## src/verilog/pssr_pkg.sv

```systemverilog
package pssr_pkg;

  // Register offsets on the internal 8-bit register port.
  localparam logic [7:0] PSSR_STATUS_ADDR = 8'h04;
  localparam logic [7:0] PSSR_CAUSE_ADDR = 8'h05;
  localparam logic [7:0] PSSR_RAIL1_ADDR = 8'h20;
  localparam logic [7:0] PSSR_RAIL2_ADDR = 8'h21;

  // Field positions.
  localparam int PSSR_DIE_HOT_BIT = 0;
  localparam int PSSR_CRIT_BIT = 0;
  localparam int PSSR_PFAULT_BIT = 1;
  localparam int PSSR_UV_BIT = 2;
  localparam int PSSR_COLD_BIT = 3;
  localparam int PSSR_CAUSE_W = 3;

  // Reset and read values.
  localparam logic [7:0] PSSR_ZERO_BYTE = 8'h00;
  localparam logic [PSSR_CAUSE_W-1:0] PSSR_CAUSE_RESET = 3'h0;
  localparam logic [3:0] PSSR_SENSE_RESET = 4'h0;

  // Sensed conditions from the analog and sequencing logic.
  typedef struct packed {
    logic uv;
    logic pfault;
    logic crit;
    logic hot;
  } pssr_sense_t;

  // Normal-mode control of one step-down controller.
  typedef struct packed {
    logic [6:0] code;
    logic decay;
  } pssr_rail_t;

endpackage : pssr_pkg

```

## src/verilog/pssr_regs.sv

```systemverilog
`timescale 1ns/1ps
module pssr_regs (
  // Clock and reset
  input wire logic i_core_clk,
  input wire logic i_nrst,
  // Register port from the serial target logic
  input wire logic i_wr_en,
  input wire logic i_rd_en,
  input wire logic [7:0] i_addr,
  input wire logic [7:0] i_wr_data,
  output logic [7:0] o_rd_data,
  output logic o_rd_valid,
  // Asynchronous sensed conditions
  input wire pssr_pkg::pssr_sense_t i_sense,
  // Factory programmed rail defaults
  input wire pssr_pkg::pssr_rail_t i_rail1_otp,
  input wire pssr_pkg::pssr_rail_t i_rail2_otp,
  // Rail controls
  output pssr_pkg::pssr_rail_t o_rail1,
  output pssr_pkg::pssr_rail_t o_rail2,
  // Toward the interrupt register
  output logic o_shutdown_set,
  output logic o_cause_pending
);
  import pssr_pkg::*;

  pssr_sense_t s1_q, s2_q, s3_q, filt_q;
  pssr_sense_t s1_d, s2_d, s3_d, filt_d, rise;
  logic [PSSR_CAUSE_W-1:0] cause_q, cause_d, cause_set, cause_clr;
  logic shut_q, shut_d;
  logic load_done_q, load_done_d;
  pssr_rail_t rail1_q, rail1_d, rail2_q, rail2_d;
  logic [7:0] rd_data_q, rd_data_d;
  logic rd_valid_q, rd_valid_d;

  function automatic logic hit(input logic en, input logic [7:0] a,
                               input logic [7:0] ref_a);
    hit = en && (a == ref_a);
  endfunction : hit

  // A change counts only once stages two and three agree.
  always_comb begin
    s1_d = i_sense;
    s2_d = s1_q;
    s3_d = s2_q;
    filt_d = (~(s2_q ^ s3_q) & s3_q) | ((s2_q ^ s3_q) & filt_q);
    rise = filt_d & ~filt_q;
  end

  always_ff @(posedge i_core_clk or negedge i_nrst) begin
    if (!i_nrst) begin
      s1_q <= PSSR_SENSE_RESET;
      s2_q <= PSSR_SENSE_RESET;
      s3_q <= PSSR_SENSE_RESET;
      filt_q <= PSSR_SENSE_RESET;
    end else begin
      s1_q <= s1_d;
      s2_q <= s2_d;
      s3_q <= s3_d;
      filt_q <= filt_d;
    end
  end

  // A new event in the clearing cycle wins over the clear.
  always_comb begin
    cause_set = PSSR_CAUSE_RESET;
    cause_set[PSSR_UV_BIT] = rise.uv;
    cause_set[PSSR_PFAULT_BIT] = rise.pfault;
    cause_set[PSSR_CRIT_BIT] = rise.crit;
    cause_clr = PSSR_CAUSE_RESET;
    if (hit(i_wr_en, i_addr, PSSR_CAUSE_ADDR)) begin
      cause_clr = i_wr_data[PSSR_CAUSE_W-1:0];
    end
    cause_d = (cause_q & ~cause_clr) | cause_set;
    shut_d = |cause_set;
  end

  always_ff @(posedge i_core_clk or negedge i_nrst) begin
    if (!i_nrst) begin
      cause_q <= PSSR_CAUSE_RESET;
      shut_q <= 1'b0;
    end else begin
      cause_q <= cause_d;
      shut_q <= shut_d;
    end
  end

  // Factory values are taken at the first edge after release, since an
  // asynchronous reset may only load constants.
  always_comb begin
    load_done_d = 1'b1;
    rail1_d = rail1_q;
    rail2_d = rail2_q;
    if (!load_done_q) begin
      rail1_d = i_rail1_otp;
      rail2_d = i_rail2_otp;
    end else begin
      if (hit(i_wr_en, i_addr, PSSR_RAIL1_ADDR)) begin
        rail1_d = i_wr_data;
      end
      if (hit(i_wr_en, i_addr, PSSR_RAIL2_ADDR)) begin
        rail2_d = i_wr_data;
      end
    end
  end

  always_ff @(posedge i_core_clk or negedge i_nrst) begin
    if (!i_nrst) begin
      load_done_q <= 1'b0;
      rail1_q <= PSSR_ZERO_BYTE;
      rail2_q <= PSSR_ZERO_BYTE;
    end else begin
      load_done_q <= load_done_d;
      rail1_q <= rail1_d;
      rail2_q <= rail2_d;
    end
  end

  // Unmapped offsets read as zero.
  always_comb begin
    rd_valid_d = i_rd_en;
    rd_data_d = PSSR_ZERO_BYTE;
    if (i_rd_en) begin
      case (i_addr)
        PSSR_STATUS_ADDR: begin
          rd_data_d[PSSR_DIE_HOT_BIT] = filt_q.hot;
        end
        PSSR_CAUSE_ADDR: begin
          rd_data_d[PSSR_CAUSE_W-1:0] = cause_q;
        end
        PSSR_RAIL1_ADDR: begin
          rd_data_d = rail1_q;
        end
        PSSR_RAIL2_ADDR: begin
          rd_data_d = rail2_q;
        end
        default: begin
          rd_data_d = PSSR_ZERO_BYTE;
        end
      endcase
    end
  end

  always_ff @(posedge i_core_clk or negedge i_nrst) begin
    if (!i_nrst) begin
      rd_data_q <= PSSR_ZERO_BYTE;
      rd_valid_q <= 1'b0;
    end else begin
      rd_data_q <= rd_data_d;
      rd_valid_q <= rd_valid_d;
    end
  end

  assign o_rd_data = rd_data_q;
  assign o_rd_valid = rd_valid_q;
  assign o_rail1 = rail1_q;
  assign o_rail2 = rail2_q;
  assign o_shutdown_set = shut_q;
  // The interrupt register holds its shutdown flag while this is high.
  assign o_cause_pending = |cause_q;
endmodule : pssr_regs

```

## config.mk

```make
export PLATFORM = sky130hd
export DESIGN_NAME = pssr_regs
export DESIGN_NICKNAME = d
export VERILOG_FILES = /design/src/verilog/pssr_pkg.sv /design/src/verilog/pssr_regs.sv
export SDC_FILE = /design/constraint.sdc
export NUM_CORES = 1
export LEC_CHECK = 0
export ABC_AREA = 1
export CORE_MARGIN = 5
export CORE_UTILIZATION = 38
export CTS_BUF_LIST = sky130_fd_sc_hd__clkbuf_8
export CTS_CLUSTER_DIAMETER = 50
export DETAILED_ROUTE_END_ITERATION = 8
export DONT_BUFFER_PORTS = 1
export GPL_TIMING_DRIVEN = 0
export HOLD_SLACK_MARGIN = 0.15
export SYNTH_ARGS = -nofsm -noshare
export SYNTH_HDL_FRONTEND = slang
export SYNTH_SLANG_ARGS = --single-unit
```

## constraint.sdc

```tcl
create_clock -name i_core_clk -period 2.75 [get_ports i_core_clk]
set_clock_uncertainty 0.05 [all_clocks]
set_input_delay 0.1375 -clock i_core_clk [delete_from_list [all_inputs] [get_ports i_core_clk]]
set_output_delay 0.1375 -clock i_core_clk [all_outputs]
set_load 0.005 [all_outputs]
```

======== Word level (Yosys, flattened, before mapping) ========
Index checks and enable logic that the tools add are counted.
word-level totals
  memory bits (writable) .................. 0
  logic and storage cells ................. 55
  ROM bits ................................ 0
  latch bits .............................. 0
  register bits after elaboration ......... 46
  memories kept ........................... 0
cells by class
  multiplexer cells ....................... 9
  shift-type cells ........................ 0
  add/sub/neg operators ................... 0
  bitwise operators ....................... 10
  eq/ne operators ......................... 6
  reduce and logical (&&, ||, !) cells .... 5
  div/mod/pow operators ................... 0
  multipliers ............................. 0
  order comparisons ....................... 0
operators by type and width
  cell                count
  $mux 8              5
  $eq 8x3->1 const B  2
  $eq 8x6->1 const B  2
  $and 4x4->4         3
  $pmux 5 s2          1
  $not 4->4           2
  $pmux 2 s3          1
  $reduce_or 3->1     2
  $ne 2x1->1 const B  2
  $or 4x4->4          1
  $pmux 1 s4          1
  $xor 4x4->4         1
  $and 3x3->3         1
  $logic_and 1x1->1   3
  $mux 3              1
  $not 3->3           1
  $or 3x3->3          1

======== Depth between registers and ports, before layout ========
  depth after elaboration ................. 6
  mapped depth ............................ 8
  mapped depth without buffers ............ 8

======== Least setup slack after synthesis ========
Ideal clock, no wire load.
  path type ............................... reg2reg
  start point ............................. register load_done_q
  end point ............................... register rail2_q (netlist bit o_rail2[1])
  required time ........................... 2583 ps
  slack ................................... 1701 ps
  path buffers ............................ 2
  cell stages (with the launch flop) ...... 7
  arrival ................................. 883 ps
  clock period less this slack ............ 1049 ps
  library setup time ...................... 117 ps
  cells stage by stage .................... dfrtp_1 -> buf_4 -> buf_2 -> nand2_1 -> o21ai_0 -> nand2_1 -> nand2_1
on the way
  longest elaborated chain between the ends .. 1
  elaborated cells between the ends (all ways) .. 2
RTL lines
  item                                                   RTL line          RTL
  start: declaration                                     pssr_regs.sv:31   logic load_done_q, load_done_d;
  start signal: assignment                               pssr_regs.sv:113  load_done_q <= load_done_d;
  $ne 2x1->1 (no line) / $mux 8 (equally long branches)  --
  end signal: assignment                                 pssr_regs.sv:115  rail2_q <= rail2_d;
  end: declaration                                       pssr_regs.sv:32   pssr_rail_t rail1_q, rail1_d, rail2_q, rail2_d;
Parallel ways exist; a longest one is shown, timed or not.
A chain may end at the register's enable or synchronous reset.

======== Worst setup path in the final report ========
  start point ............................. register load_done_q
  end point ............................... register rail1_q (netlist bit o_rail1[7])
on the way
  longest elaborated chain between the ends .. 1
  elaborated cells between the ends (all ways) .. 2
RTL lines
  item                                                   RTL line          RTL
  $ne 2x1->1 (no line) / $mux 8 (equally long branches)  --
  end signal: assignment                                 pssr_regs.sv:114  rail1_q <= rail1_d;
  end: declaration                                       pssr_regs.sv:32
Parallel ways exist; a longest one is shown, timed or not.

==> results.toml <==
[outcome]
status = "finished clean"

[timing]
setup_viol = 0
period_needed_ns = 2.34
final.setup.tns_ns = 0
max_freq_mhz = 427
hold_viol = 0
rsz0062_at_grt = "no"
slew_viol_final = 0
post-route-period-util_pct = 85.2

[clocking]
h-tree-depth = 2
path_clk_slew_ns = 0.09
clock-root-buffer = "clkbuf_8"
cts_tree = "yes"
cts_made_buffers = 5
post_cts_buffers = 0
worstSkewPairLatency_ns = 0.30
cts_sinks = 46
clockBufferDepth = 2
cts_resized = 0

[power_and_ir_drop]
comb_power_share_pct = 13.4
p_per_area_nw_per_um2 = 521
clkPwrFrac_pct = 35.0
switching_share_pct = 24.5
switchingPower_mw = 0.363
seqPwrFrac_pct = 51.5
max-vdd-ir-drop_mv = 0.260
total_leakage_power_nw = 1.41
p_int_mw = 1.12

[global_route]
grt_util_all_layers_pct = 15.7
grt_antenna_before_repair = 0
grt_pass1_vias = 1720
grt_overflow_total = 0
grt_max_degree = 47
grt_pass1_wl_mm = 8.74

[layout]
finalNonFillerCells = 358
layout-drive-gt1-share_pct = 11.5
synthToLayoutAreaGrowth_pct = 38.5
layout.nets = 328
num_antenna_cells = 0

[placed_design]
globalplace.congestion = 0.758
io_buffers = 0
place_inst = 294
dp_hpwl_mm = 3.50

[run]
drv_cap = 0

[floorplan]
design.die.area_um2 = 6960
fp.dieH_um = 83.4
core.rowCount = 26
io_pins = 67
initial_utilization_pct = 39.6
die_w_um = 83.4
core_um2 = 5170

[synth]
yosysSeqAreaShare_pct = 56.2
syn_area_per_cell_um2 = 9.15
yosysUniqueCellTypes = 23
synth_edf_count = 0
async_reset_ff_share_pct = 100
synth_flop_cell = "dfrtp_1"
ys_warn_count = 0
synth_fp_nets = 264
ys_ff_latch = 46
postSynthCellCount = 224
syn_area_um2 = 2050

[setup_path]
cp_common_cell = "nand2_1"
setup.worst_path.class = "flop to flop"
crit_arrival_ns = 2.47
crit_required_ns = 2.88
cp_slowest_cell = "dlygate4sd3_1"
slowest_delay_ns = 0.59
crit_chain = "buf_4 -> buf_2 -> nand2_1 -> o21ai_0 -> dlygate4sd3_1 -> nand2_1 -> nand2_1 -> dlygate4sd3_1"
endpoint_kind = "flop"
critPathMaxFanout = 10
start_kind = "flop"

[hold_path]
hold_class = "input port to flop"

[drt]
drc = 0
drt_iter0_markers = 86
vias_per_cell = 4.70
dr.pass1.iters = 6
wl_per_cell_um = 14.5
vias = 1682
ant_nets = 0
finalWirelength_mm = 5.21
[through the flow]
step | util [%] | worst slack [ns] | total power [mW] | hold slack, ns | area [um^2]
after global placement | 41.3 | 1.60 | 0.873 | -0.207 | 2140
final | 54.9 | 0.408 | 1.48 | 0.162 | 2840
after global routing | 54.9 | 0.332 | 1.55 | 0.166 | 2840
after detailed placement | 41.3 | 1.59 | 0.877 | -0.207 | 2140
after CTS | 54.9 | 0.531 | 1.49 | 0.155 | 2840
after floorplan | - | 1.70 | 0.844 | -0.208 | 2050
[layout make-up]
type	instances	area, um^2
inverters	31	119
multi-input cells	142	742
well taps	70	87.6
plain buffers	5	37.5
clock buffers	6	82.6
fillers	439	2330
repair buffers	57	588
clock inverters	1	30.0
flip-flops and latches	46	1150
[logic make-up (layout without fill, tap and decap cells)]
logic type | Yosys count | after routing | synth area share (%)
and+or+nand+nor | 116 | 116 | 28.9
DFF | 46 | 46 | 56.2
AOI/OAI and AO/OA | 21 | 21 | 5.13
other | 1 | 1 | 0.183
buffers and inverters | 36 | 100 | 7.63
adders and majority gates | 4 | 4 | 1.95
[registers in the layout, summed over array words and instances, names as in the netlist, named ones only]
register and count:
s3_q 4, o_rd_valid 1, s1_q 4, o_rd_data 8, cause_q 3, o_rail2 8
o_shutdown_set 1, filt_q 3, s2_q 4, load_done_q 1, o_rail1 8
[synthesized netlist by cell type, types with 2 or more instances]
cell,instances,share of area [%]
nand2_1,63,12
nor2_1,4,0.73
maj3_1,4,2.0
inv_1,25,4.6
buf_2,2,0.49
o21ai_0,16,3.9
nor2_8,3,2.9
inv_2,5,0.92
a21oi_1,5,1.2
nand2_2,3,0.92
nand3_1,34,8.3
dfrtp_1,46,56
nand2_4,4,2.2
[power by group through the flow]
stage / registers [mW] / clock network, mW / logic (mW)
floorplan: 0.759 / 0 / 0.0841
global placement: 0.774 / 0 / 0.0984
detailed placement: 0.775 / 0 / 0.102
CTS: 0.762 / 0.529 / 0.196
global route: 0.768 / 0.563 / 0.221
finish: 0.761 / 0.518 / 0.198
[placed cells by master (no fill, tap or decap), types with 4 or more instances in the layout]
cell type       n
nor2_1          4
inv_1          25
clkbuf_8        6
nand3_1        34
o21ai_0        16
nand2_4         4
dlygate4sd3_1  56
nand2_1        63
dfrtp_1        46
a21oi_1         5
inv_2           5
maj3_1          4
[worst paths after layout]
path                             start      endpoint  slack [ns]  cells past startpoint
setup / recovery           load_done_q    o_rail1[7]        0.41                      8
hold / removal               i_addr[0]  o_rd_data[3]        0.16                      5
setup reg to reg           load_done_q    o_rail1[7]        0.41                      8
hold reg to reg                s1_q[3]       s2_q[3]        0.31                      0
max in group asynchronous       i_nrst    o_rail2[5]        2.15                      2
min in group asynchronous       i_nrst     filt_q[1]        0.28                      2
[worst max-delay path, delay by kind of cell (launching register included)]
kind / cells / cell delay [ns]
and+or+nand+nor: 3 / 0.23
AOI/OAI and AO/OA: 1 / 0.10
DFF: 1 / 0.36
buffers and inverters: 4 / 1.48
[per-layer routing]
metal	track usage, %	vias up	part of all wire [%]
li1	-	827	-
met1	19.0	792	41
met2	25.7	55	50
met3	5.45	8	7.0
met4	5.99	0	1.8
met5	0	-	0
[repair_timing]
action / 4_1_cts / 5_1_grt
endpoints found under the setup margin: 0 / 0
hold endpoints to repair: 78 / 0
hold buffers: 57 / 0
Note: power is estimated with default switching activity, not from simulation.
